**config.mk**
```make
export PLATFORM = sky130hd
export DESIGN_NAME = oscillator_pll_control
export DESIGN_NICKNAME = d
export VERILOG_FILES = /design/src/osc_ctrl_pkg.sv /design/src/stab_counter.sv /design/src/clock_switch_timer.sv /design/src/oscillator_pll_control.sv
export VERILOG_INCLUDE_DIRS = /design/src /design/src/src
export SDC_FILE = /design/constraint.sdc
export NUM_CORES = 1
export LEC_CHECK = 0
export ABC_AREA = 1
export BUFFER_PORTS_ARGS = -buffer_cell sky130_fd_sc_hd__buf_2
export CORE_ASPECT_RATIO = 0.8
export CORE_MARGIN = 2
export CORE_UTILIZATION = 49
export CTS_CLUSTER_SIZE = 28
export DETAILED_ROUTE_END_ITERATION = 7
export PLACE_DENSITY = 0.72
export SETUP_SLACK_MARGIN = 0.15
export SLEW_MARGIN = 15
export SYNTH_ARGS = -nofsm -noshare
export SYNTH_HDL_FRONTEND = slang
export SYNTH_SLANG_ARGS = --single-unit
export TNS_END_PERCENT = 5
```
**constraint.sdc**
```tcl
create_clock -name clock -period 2.5 [get_ports clock]
set_clock_uncertainty 0.05 [all_clocks]
set_input_delay 0.125 -clock clock [delete_from_list [all_inputs] [get_ports clock]]
set_output_delay 0.125 -clock clock [all_outputs]
set_load 0.05 [all_outputs]
```
**src/osc_ctrl_map.svh**
```systemverilog
// Register offsets, field positions, reset values and timing counts of the oscillator block
// Summary of operation
// (RULE1) Drive mode 0 low current, 1 high current
// (RULE2) Drive mode frozen while pins selected and enabled
// (RULE3) Drive mode writable when either pin deselected
// (RULE4) Crystal enable clears, later sets stable flag
// (RULE5) Bit 0 enables high-speed crystal oscillator
// (RULE6) Unimplemented upper bits always read zero
// (RULE7) Speed-up bit 2: fast start or low power
// (RULE8) Speed-up frozen while low crystal is system clock
// (RULE9) Low enable clears, later sets stable flag
// (RULE10) Bit 0 enables low-speed crystal oscillator
// (RULE11) PLL input select: 0 is 12MHz, 1 is 6MHz
// (RULE12) Halve 12MHz crystal, then multiply by eight
// (RULE13) RC source selected clears PLL input select
// (RULE14) Output select: raw, 6, 12, 16MHz, reserved
// (RULE15) PLL enable clears, later sets stable flag
// (RULE16) Bit 0 enables PLL, enabled after reset
// (RULE17) Clock switch needs four plus partial periods
// (RULE18) High source select: 0 RC, 1 crystal
// (RULE19) Low source select: 0 RC, 1 crystal
// (RULE20) System select 111 picks the low subclock
// (RULE21) Stable flags come from restartable counters
// (RULE22) Software keeps reserved top bits at zero
`ifndef OSC_CTRL_MAP_SVH
`define OSC_CTRL_MAP_SVH

// Byte offsets of the word-aligned registers
`define OFS_HS_CTRL 5'h00
`define OFS_LS_CTRL 5'h04
`define OFS_PLL_CTRL 5'h08
`define OFS_SYS_CFG 5'h0C
`define OFS_PIN_CFG 5'h10

// Field positions shared by both crystal registers
`define BIT_ENABLE 0
`define BIT_STABLE 1
`define BIT_MODE 2

// Field positions of the PLL register
`define BIT_PLL_OSEL_LO 2
`define BIT_PLL_ISEL 5
`define BIT_PLL_RSVD 7

// Field positions of the system clock configuration register
`define BIT_LFSS 2
`define BIT_HFSS 3
`define BIT_SCS_LO 5

// Field positions of the pin configuration and status register
`define BIT_PIN_IN 0
`define BIT_PIN_OUT 1
`define BIT_SW_BUSY 4

// Reset values of the low byte of each register
`define RST_HS_CTRL 8'h00
`define RST_LS_CTRL 8'h00
`define RST_PLL_CTRL 8'h01
`define RST_SYS_CFG 8'h00
`define RST_PIN_CFG 8'h00

// Codes and constants
`define SCS_SUBCLOCK 3'h7
`define PLL_MULT 4'h8
`define SW_BASE_CYCLES 4

`endif

```
**src/osc_ctrl_pkg.sv**
```systemverilog
// Types shared by the oscillator and PLL control block
package osc_ctrl_pkg;

	// Clock controls handed to the analogue oscillators and the PLL
	typedef struct packed {
		logic hs_crystal_enable;
		logic hs_drive_mode;
		logic ls_crystal_enable;
		logic ls_speedup;
		logic pll_enable;
		logic pll_input_select;
		logic [2:0] pll_output_select;
		logic pll_ref_div2;
		logic [3:0] pll_mult;
		logic fh_from_pll;
		logic [1:0] pll_freq_code;
		logic osc_in_pin_func;
		logic osc_out_pin_func;
	} clk_ctrl_t;

	// System clock source configuration
	typedef struct packed {
		logic [2:0] system_clock_select;
		logic high_freq_source_select;
		logic low_freq_source_select;
	} sys_clk_cfg_t;

	// Stable flags and switch status
	typedef struct packed {
		logic hs_stable_flag;
		logic ls_stable_flag;
		logic pll_stable_flag;
		logic switch_busy;
	} clk_status_t;

	// Clock switch timer, Gray coded along the path
	typedef enum logic [1:0] {
		SW_IDLE = 2'b00,
		SW_BASE = 2'b01,
		SW_TAIL = 2'b11
	} switch_state_t;

endpackage

```
**src/stab_counter.sv**
```systemverilog
// Stabilisation counter that drives one oscillator stable flag
`timescale 1ns/100ps
module stab_counter
	import osc_ctrl_pkg::*;
#(
	parameter int unsigned LEN = 1024
)
(
	input wire logic clock,
	input wire logic rst_b,
	input wire logic enable,
	output logic stable
);

	localparam int CW = $clog2(LEN + 1);

	// Cycles counted since enable rose
	logic [CW-1:0] cnt_q;
	logic [CW-1:0] cnt_d;
	// Stable flag
	logic flag_q;
	logic flag_d;

	// Next count and flag
	always_comb
	begin
		cnt_d = cnt_q;
		flag_d = flag_q;
		// (RULE21) restart on disable
		if (!enable)
		begin
			cnt_d = '0;
			flag_d = 1'b0;
		end
		else if (!flag_q)
		begin
			if (cnt_q == CW'(LEN - 1))
				flag_d = 1'b1;
			else
				cnt_d = cnt_q + CW'(1);
		end
	end

	// Count registers
	always_ff @(posedge clock or negedge rst_b)
	begin
		if (!rst_b)
		begin
			cnt_q <= '0;
			flag_q <= 1'b0;
		end
		else
		begin
			cnt_q <= cnt_d;
			flag_q <= flag_d;
		end
	end

	assign stable = flag_q;

endmodule

```
**src/clock_switch_timer.sv**
```systemverilog
// Timer that marks a clock switch in progress after an output select change
`timescale 1ns/100ps
`include "osc_ctrl_map.svh"
module clock_switch_timer
	import osc_ctrl_pkg::*;
#(
	parameter int unsigned TAIL_CYCLES = 2
)
(
	input wire logic clock,
	input wire logic rst_b,
	input wire logic change,
	output logic busy
);

	localparam int CW = 8;

	// Switch state and its cycle count
	switch_state_t state_q;
	switch_state_t state_d;
	logic [CW-1:0] cnt_q;
	logic [CW-1:0] cnt_d;

	// Next state: fixed system periods, then a margin for the edges
	always_comb
	begin
		state_d = state_q;
		cnt_d = cnt_q;
		case (state_q)
			SW_IDLE:
			begin
				cnt_d = '0;
			end
			SW_BASE:
			begin
				// (RULE17) four system periods
				if (cnt_q == CW'(`SW_BASE_CYCLES - 1))
				begin
					state_d = SW_TAIL;
					cnt_d = '0;
				end
				else
					cnt_d = cnt_q + CW'(1);
			end
			SW_TAIL:
			begin
				// (RULE17) partial clock margin
				if (cnt_q >= CW'(TAIL_CYCLES - 1))
					state_d = SW_IDLE;
				else
					cnt_d = cnt_q + CW'(1);
			end
			default:
			begin
				state_d = SW_IDLE;
				cnt_d = '0;
			end
		endcase
		// A new change restarts the whole wait
		if (change)
		begin
			state_d = SW_BASE;
			cnt_d = '0;
		end
	end

	// State registers
	always_ff @(posedge clock or negedge rst_b)
	begin
		if (!rst_b)
		begin
			state_q <= SW_IDLE;
			cnt_q <= '0;
		end
		else
		begin
			state_q <= state_d;
			cnt_q <= cnt_d;
		end
	end

	assign busy = (state_q != SW_IDLE);

endmodule

```
**src/oscillator_pll_control.sv**
```systemverilog
// Oscillator and PLL control registers with their Avalon-MM slave
//
// The register offsets and the Avalon-MM interface to the registers were decided locally.
`timescale 1ns/100ps
`include "osc_ctrl_map.svh"
module oscillator_pll_control
	import osc_ctrl_pkg::*;
#(
	// Stabilisation lengths in system clock cycles
	parameter int unsigned HS_STAB_CYCLES = 1024,
	parameter int unsigned LS_STAB_CYCLES = 1024,
	parameter int unsigned PLL_STAB_CYCLES = 1024,
	// Margin after the fixed part of a clock switch
	parameter int unsigned SWITCH_TAIL_CYCLES = 2
)
(
	input wire logic clock,
	input wire logic rst_b,
	input wire logic [4:0] avs_address,
	input wire logic avs_read,
	input wire logic avs_write,
	input wire logic [31:0] avs_writedata,
	input wire logic [3:0] avs_byteenable,
	output logic [31:0] avs_readdata,
	output logic avs_waitrequest,
	output clk_ctrl_t ctrl,
	output sys_clk_cfg_t sys_cfg,
	output clk_status_t status
);

	// Bus slave state

	// Set in the cycle after a request is seen, releasing waitrequest
	logic ack_q;
	logic ack_d;
	// Read data, loaded at the same edge that drops waitrequest
	logic [31:0] rdata_q;
	logic [31:0] rdata_d;

	// Register state

	// High-speed crystal drive mode and enable
	logic hs_drive_mode_q;
	logic hs_drive_mode_d;
	logic hs_crystal_enable_q;
	logic hs_crystal_enable_d;
	// Low-speed crystal speed-up and enable
	logic ls_speedup_q;
	logic ls_speedup_d;
	logic ls_crystal_enable_q;
	logic ls_crystal_enable_d;
	// PLL fields
	logic reserved_top_bit_q;
	logic reserved_top_bit_d;
	logic pll_input_select_q;
	logic pll_input_select_d;
	logic [2:0] pll_output_select_q;
	logic [2:0] pll_output_select_d;
	logic pll_enable_q;
	logic pll_enable_d;
	// System clock configuration
	logic [2:0] system_clock_select_q;
	logic [2:0] system_clock_select_d;
	logic high_freq_source_select_q;
	logic high_freq_source_select_d;
	logic low_freq_source_select_q;
	logic low_freq_source_select_d;
	// Oscillator pin functions chosen by pin sharing
	logic osc_in_pin_func_q;
	logic osc_in_pin_func_d;
	logic osc_out_pin_func_q;
	logic osc_out_pin_func_d;

	// Decoded strobes and status

	// A request is live on the bus
	logic req;
	// Write committed at the edge where waitrequest is low
	logic wr_commit;
	// Low byte lane written
	logic wr_lane0;
	// Low byte of the write data
	logic [7:0] wbyte;
	// Drive mode locked against writes
	logic hs_mode_locked;
	// Speed-up locked against writes
	logic ls_speedup_locked;
	// Pulse when the output select really changes
	logic osel_change;
	// Stable flags from the counters
	logic hs_stable;
	logic ls_stable;
	logic pll_stable;
	// Clock switch in progress
	logic sw_busy;

	// Address selects the word at a given offset
	function automatic logic hit(input logic [4:0] addr, input logic [4:0] ofs);
		hit = (addr[4:2] == ofs[4:2]);
	endfunction

	// Map a byte of register contents into the read word
	function automatic logic [31:0] word(input logic [7:0] b);
		word = {24'h00_0000, b};
	endfunction

	// Bus handshake

	// One wait cycle per request; the master holds it until waitrequest is low
	assign req = avs_read | avs_write;
	assign avs_waitrequest = req & ~ack_q;
	assign wr_commit = avs_write & ack_q;
	assign wr_lane0 = wr_commit & avs_byteenable[0];
	assign wbyte = avs_writedata[7:0];

	// Next handshake state and read data
	always_comb
	begin
		ack_d = req & ~ack_q;
		rdata_d = rdata_q;
		if (avs_read && !ack_q)
		begin
			// (RULE6) upper bits read zero
			case (avs_address[4:2])
				3'(`OFS_HS_CTRL >> 2):
					rdata_d = word({5'h00, hs_drive_mode_q, hs_stable, hs_crystal_enable_q});
				3'(`OFS_LS_CTRL >> 2):
					rdata_d = word({5'h00, ls_speedup_q, ls_stable, ls_crystal_enable_q});
				3'(`OFS_PLL_CTRL >> 2):
					rdata_d = word({reserved_top_bit_q, 1'b0, pll_input_select_q,
						pll_output_select_q, pll_stable, pll_enable_q});
				3'(`OFS_SYS_CFG >> 2):
					rdata_d = word({system_clock_select_q, 1'b0, high_freq_source_select_q,
						low_freq_source_select_q, 2'b00});
				3'(`OFS_PIN_CFG >> 2):
					rdata_d = word({3'h0, sw_busy, 2'b00, osc_out_pin_func_q,
						osc_in_pin_func_q});
				// Unmapped words read as zero
				default:
					rdata_d = 32'h0000_0000;
			endcase
		end
	end

	// Handshake registers
	always_ff @(posedge clock or negedge rst_b)
	begin
		if (!rst_b)
		begin
			ack_q <= 1'b0;
			rdata_q <= 32'h0000_0000;
		end
		else
		begin
			ack_q <= ack_d;
			rdata_q <= rdata_d;
		end
	end

	assign avs_readdata = rdata_q;

	// Write locks

	// (RULE2) both pins selected and enabled
	// (RULE3) either pin off frees it
	assign hs_mode_locked = osc_in_pin_func_q & osc_out_pin_func_q & hs_crystal_enable_q;

	// (RULE8) low crystal drives system
	assign ls_speedup_locked = (system_clock_select_q == `SCS_SUBCLOCK)
		& low_freq_source_select_q;

	// Crystal register updates
	always_comb
	begin
		hs_drive_mode_d = hs_drive_mode_q;
		hs_crystal_enable_d = hs_crystal_enable_q;
		ls_speedup_d = ls_speedup_q;
		ls_crystal_enable_d = ls_crystal_enable_q;
		if (wr_lane0 && hit(avs_address, `OFS_HS_CTRL))
		begin
			// (RULE1) drive current select
			if (!hs_mode_locked)
				hs_drive_mode_d = wbyte[`BIT_MODE];
			// (RULE5) crystal enable bit
			hs_crystal_enable_d = wbyte[`BIT_ENABLE];
		end
		if (wr_lane0 && hit(avs_address, `OFS_LS_CTRL))
		begin
			// (RULE7) speed-up select
			if (!ls_speedup_locked)
				ls_speedup_d = wbyte[`BIT_MODE];
			// (RULE10) crystal enable bit
			ls_crystal_enable_d = wbyte[`BIT_ENABLE];
		end
	end

	// Crystal registers, cleared at power-on
	always_ff @(posedge clock or negedge rst_b)
	begin
		if (!rst_b)
		begin
			hs_drive_mode_q <= 1'(`RST_HS_CTRL >> `BIT_MODE);
			hs_crystal_enable_q <= 1'(`RST_HS_CTRL >> `BIT_ENABLE);
			ls_speedup_q <= 1'(`RST_LS_CTRL >> `BIT_MODE);
			ls_crystal_enable_q <= 1'(`RST_LS_CTRL >> `BIT_ENABLE);
		end
		else
		begin
			hs_drive_mode_q <= hs_drive_mode_d;
			hs_crystal_enable_q <= hs_crystal_enable_d;
			ls_speedup_q <= ls_speedup_d;
			ls_crystal_enable_q <= ls_crystal_enable_d;
		end
	end

	// PLL and clock configuration updates
	always_comb
	begin
		reserved_top_bit_d = reserved_top_bit_q;
		pll_input_select_d = pll_input_select_q;
		pll_output_select_d = pll_output_select_q;
		pll_enable_d = pll_enable_q;
		system_clock_select_d = system_clock_select_q;
		high_freq_source_select_d = high_freq_source_select_q;
		low_freq_source_select_d = low_freq_source_select_q;
		osc_in_pin_func_d = osc_in_pin_func_q;
		osc_out_pin_func_d = osc_out_pin_func_q;
		if (wr_lane0 && hit(avs_address, `OFS_PLL_CTRL))
		begin
			// Reserved bit is stored as written; software keeps it low
			reserved_top_bit_d = wbyte[`BIT_PLL_RSVD];
			// (RULE11) reference frequency select
			pll_input_select_d = wbyte[`BIT_PLL_ISEL];
			pll_output_select_d = wbyte[`BIT_PLL_OSEL_LO +: 3];
			// (RULE16) PLL enable bit
			pll_enable_d = wbyte[`BIT_ENABLE];
		end
		if (wr_lane0 && hit(avs_address, `OFS_SYS_CFG))
		begin
			// (RULE20) system source code
			system_clock_select_d = wbyte[`BIT_SCS_LO +: 3];
			// (RULE18) high source select
			high_freq_source_select_d = wbyte[`BIT_HFSS];
			// (RULE19) low source select
			low_freq_source_select_d = wbyte[`BIT_LFSS];
		end
		if (wr_lane0 && hit(avs_address, `OFS_PIN_CFG))
		begin
			osc_in_pin_func_d = wbyte[`BIT_PIN_IN];
			osc_out_pin_func_d = wbyte[`BIT_PIN_OUT];
		end
		// (RULE13) RC source forces zero
		// Applied after the write so a same-cycle write cannot sneak a 1 in
		if (!high_freq_source_select_d)
			pll_input_select_d = 1'b0;
	end

	// PLL and configuration registers; the PLL leaves reset enabled
	always_ff @(posedge clock or negedge rst_b)
	begin
		if (!rst_b)
		begin
			reserved_top_bit_q <= 1'(`RST_PLL_CTRL >> `BIT_PLL_RSVD);
			pll_input_select_q <= 1'(`RST_PLL_CTRL >> `BIT_PLL_ISEL);
			pll_output_select_q <= 3'(`RST_PLL_CTRL >> `BIT_PLL_OSEL_LO);
			pll_enable_q <= 1'(`RST_PLL_CTRL >> `BIT_ENABLE);
			system_clock_select_q <= 3'(`RST_SYS_CFG >> `BIT_SCS_LO);
			high_freq_source_select_q <= 1'(`RST_SYS_CFG >> `BIT_HFSS);
			low_freq_source_select_q <= 1'(`RST_SYS_CFG >> `BIT_LFSS);
			osc_in_pin_func_q <= 1'(`RST_PIN_CFG >> `BIT_PIN_IN);
			osc_out_pin_func_q <= 1'(`RST_PIN_CFG >> `BIT_PIN_OUT);
		end
		else
		begin
			reserved_top_bit_q <= reserved_top_bit_d;
			pll_input_select_q <= pll_input_select_d;
			pll_output_select_q <= pll_output_select_d;
			pll_enable_q <= pll_enable_d;
			system_clock_select_q <= system_clock_select_d;
			high_freq_source_select_q <= high_freq_source_select_d;
			low_freq_source_select_q <= low_freq_source_select_d;
			osc_in_pin_func_q <= osc_in_pin_func_d;
			osc_out_pin_func_q <= osc_out_pin_func_d;
		end
	end

	// Stable flags

	// (RULE4) high crystal stable flag
	stab_counter #(
		.LEN(HS_STAB_CYCLES)
	) u_hs_stab (
		.clock(clock),
		.rst_b(rst_b),
		.enable(hs_crystal_enable_q),
		.stable(hs_stable)
	);

	// (RULE9) low crystal stable flag
	stab_counter #(
		.LEN(LS_STAB_CYCLES)
	) u_ls_stab (
		.clock(clock),
		.rst_b(rst_b),
		.enable(ls_crystal_enable_q),
		.stable(ls_stable)
	);

	// (RULE15) PLL stable flag
	stab_counter #(
		.LEN(PLL_STAB_CYCLES)
	) u_pll_stab (
		.clock(clock),
		.rst_b(rst_b),
		.enable(pll_enable_q),
		.stable(pll_stable)
	);

	// Clock switch tracking

	// Only a real change of the select starts the wait, not a rewrite
	assign osel_change = (pll_output_select_d != pll_output_select_q);

	// (RULE17) switch busy window
	clock_switch_timer #(
		.TAIL_CYCLES(SWITCH_TAIL_CYCLES)
	) u_switch (
		.clock(clock),
		.rst_b(rst_b),
		.change(osel_change),
		.busy(sw_busy)
	);

	// Outputs to the oscillators and PLL

	// Drive the control struct straight from the registers
	always_comb
	begin
		ctrl.hs_crystal_enable = hs_crystal_enable_q;
		ctrl.hs_drive_mode = hs_drive_mode_q;
		ctrl.ls_crystal_enable = ls_crystal_enable_q;
		ctrl.ls_speedup = ls_speedup_q;
		ctrl.pll_enable = pll_enable_q;
		ctrl.pll_input_select = pll_input_select_q;
		ctrl.pll_output_select = pll_output_select_q;
		// (RULE12) halve 12MHz crystal
		ctrl.pll_ref_div2 = high_freq_source_select_q & ~pll_input_select_q;
		ctrl.pll_mult = `PLL_MULT;
		// (RULE14) 0xx raw, 1xx PLL
		// Reserved code 111 falls back to the raw oscillator as a safe clock
		ctrl.fh_from_pll = pll_output_select_q[2] & ~(&pll_output_select_q[1:0]);
		ctrl.pll_freq_code = pll_output_select_q[1:0];
		ctrl.osc_in_pin_func = osc_in_pin_func_q;
		ctrl.osc_out_pin_func = osc_out_pin_func_q;
	end

	// System configuration and status views
	always_comb
	begin
		sys_cfg.system_clock_select = system_clock_select_q;
		sys_cfg.high_freq_source_select = high_freq_source_select_q;
		sys_cfg.low_freq_source_select = low_freq_source_select_q;
		status.hs_stable_flag = hs_stable;
		status.ls_stable_flag = ls_stable;
		status.pll_stable_flag = pll_stable;
		status.switch_busy = sw_busy;
	end

endmodule

```
==> summary.txt <==
Placement
  • Setup slack at placement: 0.7166 ns
  • Dpl hpwl: 6519 um
  • Routability cong.: 0.9052
  • PortBufs: 48

Power and ir drop
  • PwrDens: 810.3 nW/um2
  • VDD IR max: 0.0003793 V
  • Total power: 3.839 mW
  • Lkg Pwr: 2.421 nW

Clock network
  • CTS tree: yes
  • Clock-pin slew on the worst setup and hold paths: 0.09 ns
  • CTS Buf Count: 9
  • Clock root buffer: clkbuf_8
  • # hold bufs at CTS: 9
  • Clk_lat worst skew: 0.36 ns
  • Setup Buffers After CTS: 0
  • CTS Sinks: 72
  • H-tree Lvls: 3
  • # resized after CTS: 0
  • Max Root-Sink Buffers: 2

Setup path
  • Worst setup SP type: flip-flop
  • Max FO, Critical Path: 10
  • Req. time, crit path: 2.69 ns
  • Bufs and invs on worst path: 2
  • Critical path type: reg2reg
  • CP top delay family: flip-flops
  • R2R Setup Slk: 0.71 ns
  • Worst setup EP type: flip-flop
  • Worst r2r src: u_switch.cnt_q[1]$_DFFE_PN0P_
  • Cells along the critical path: inv_1 -> ha_1 -> nand3b_1 -> o21ai_2 -> inv_2 -> nand4_1 -> nand2_1
  • Crit path largest cell delay: 0.41 ns
  • Reg2reg path depth: 7
  • Arrival time worst endpoint: 1.98 ns
  • Worst path slowest cell: dfrtp_1
  • R2R Path End: u_switch.cnt_q[7]$_DFFE_PN0P_

Layout
  • Share of post-route cells with drive strength above 1: 16.69%
  • Post-layout util: 55.86%
  • Area of the multi-input gates: 1947 um2
  • Final-stage net count: 651
  • Area Growth Syn to Fin: 10.34%
  • Number of antenna diodes: 0
  • Fillers: 760
  • Register area: 1803 um2

Logic synthesis
  • Synth Area per Inst: 7.765 um2
  • Top cells by area, synth: dfrtp_1, nand2_1, buf_4, inv_1, o21ai_0
  • Library cells used by synthesis: 42
  • Predominant post-synthesis flop cell: dfrtp_1
  • Mapped Area: 4294 um2
  • Synth top area share: 41.38%
  • Sequential share of the synthesized area: 41.99%
  • Synth cell count leaders: nand2_1, dfrtp_1, inv_1, buf_4, o21ai_0
  • Area leader, netlist: dfrtp_1
  • Post-synth ARST share: 100.0%
  • Synthesized flop and latch total: 72
  • Yosys warning total: 0
  • Most frequent cell after synthesis: nand2_1
  • Post-synth EDFFs: 0
  • Syn Inst Count: 553

Drt
  • # DRC: 0
  • Initial DRC Count: 248
  • Routed WL per cell: 12.56 um
  • Via count: 3589
  • Via/cell ratio: 5.006
  • Final wirelength: 9003 um
  • Drt first pass iters: 4
  • Antenna Nets Post-Route: 0

GRT
  • Number of global-route vias before repair: 3374
  • GR Util All Layers: 20.04%
  • First-pass GRT wire length: 15280 um
  • Largest net degree at the start of global routing: 48
  • Initial antenna violation count: 0
  • Grt total ovfl: 0

Floorplan
  • DIE HEIGHT: 87.73 um
  • Die width: 108.7 um
  • Num rows: 30
  • Starting Density: 50.62%
  • Io pins: 106
  • Die area: 9533 um2
  • Core area: 8483 um2

STA
  • Slew Viols, Final: 0
  • Total negative slack: 0 ns
  • Rel. slew slack: 59.64%
  • Post-route minimum period: 1.792 ns
  • Final Hold Fails: 0
  • Period Utilization, post-route: 71.70%
  • FMAX: 557.9 MHz
  • Actual slew at the worst max-slew pin: 0.6054 ns
  • Final setup margin: 0.7075 ns
  • Setup violations, final: 0
  • RSZ-0062 raised after global routing: no

Flow run
  • Max Cap Violations: 0

Worst hold path
  • Hold crit path type: in2reg
  • Hold Crit Start: avs_writedata[4]
  • Hold depth: 3
  • Min-Delay Endpoint: pll_output_select_q[2]$_DFF_PN0_

Status
  • Outcome: completed
==> cell families (layout without fill, tap and decap cells) <==
family                   count (synthesis)  after routing  synth area share, %
buffers and inverters                  123            149                14.95
other                                    2             28               0.1749
adder cells (fa/ha/maj)                  6              6                1.748
AO/OA/AOI/OAI                           70             70                9.557
XOR/XNOR                                13             13                2.652
flip-flops                              72             72                41.99
multiplexers                             2              2               0.5244
AND/OR/NAND/NOR                        265            265                28.41
==> placed cells by master (no fill, tap or decap), types with 3 or more instances in the layout <==
cell,synthesis,layout
a21oi_1,11,11
a22oi_1,3,3
a31oi_1,3,3
buf_2,1,48
clkbuf_8,0,9
conb_1,2,28
dfrtp_1,71,71
dlygate4sd3_1,0,9
ha_1,6,6
inv_1,65,65
inv_2,5,5
nand2_1,143,143
nand2_2,6,6
nand3_1,32,32
nand4_1,22,22
nor2_1,33,33
nor2_2,3,3
nor2_4,3,3
nor3_1,13,13
o211ai_1,7,7
o21ai_0,34,34
o21ai_2,3,3
xor2_1,13,13
==> registers in the layout (all words and copies together) (netlist names), 2 cells and up <==
name,count
u_switch.cnt_q,8
pll_output_select_q,3
u_switch.state_q,2
u_hs_stab.cnt_q,11
u_pll_stab.cnt_q,11
avs_readdata,8
u_ls_stab.cnt_q,11
system_clock_select_q,3
==> worst max-delay path by stage <==
stage,startpoint,slack (ns),cells past startpoint,endpoint
floorplan,pll_output_select_q[2]$_DFF_PN0_,0.77,2,ctrl[4]
global route,u_ls_stab.cnt_q[0]$_DFFE_PN0P_,0.51,11,u_ls_stab.cnt_q[7]$_DFFE_PN0P_
finish,u_switch.cnt_q[1]$_DFFE_PN0P_,0.71,7,u_switch.cnt_q[7]$_DFFE_PN0P_
global placement,u_ls_stab.cnt_q[0]$_DFFE_PN0P_,0.79,11,u_ls_stab.cnt_q[7]$_DFFE_PN0P_
detailed placement,u_switch.cnt_q[1]$_DFFE_PN0P_,0.72,7,u_switch.cnt_q[7]$_DFFE_PN0P_
CTS,u_switch.cnt_q[1]$_DFFE_PN0P_,0.71,7,u_switch.cnt_q[7]$_DFFE_PN0P_
==> power breakdown <==
group | internal [mW] | leakage, nW | switching (mW) | total [mW]
registers | 1.34 | 0.956 | 0.203 | 1.54
clock network | 0.471 | 0.0977 | 0.476 | 0.947
logic | 0.338 | 1.37 | 1.01 | 1.35
total | 2.15 | 2.42 | 1.69 | 3.84
==> routing by layer <==
metal / vias up / GRT usage [%] / part of all wire (%)
met5: - / 0 / 0
li1: 1825 / - / -
met3: 14 / 3.943 / 4.7
met2: 96 / 32.84 / 47
met4: 0 / 8.858 / 1.6
met1: 1654 / 25.96 / 47
==> per-stage QoR <==
stage               hold slack (ns)  std cells  area, um2
floorplan                   -0.2206        579       4392
finish                      0.02563        717       4738
global route                0.05388        717       4738
detailed placement           0.1113        692       4446
global placement             0.1143        692       4446
CTS                        0.007620        717       4738
==> worst register-to-register path, cell delays in order (launching register included) <==
cell and delay (ns):
dfrtp_1 0.41, inv_1 0.08, ha_1 0.17, nand3b_1 0.16
o21ai_2 0.41, inv_2 0.19, nand4_1 0.14, nand2_1 0.06
==> cell type report <==
| class | instances | share of cell area [%] |
|---|---|---|
| clock buffers | 9 | 2.614 |
| clock inverters | 7 | 1.664 |
| inverters | 73 | 5.915 |
| multi-input cells | 384 | 41.09 |
| flip-flops and latches | 72 | 38.05 |
| well taps | 112 | 2.957 |
| repair buffers | 60 | 7.711 |
(Power assumes the default switching activity.)
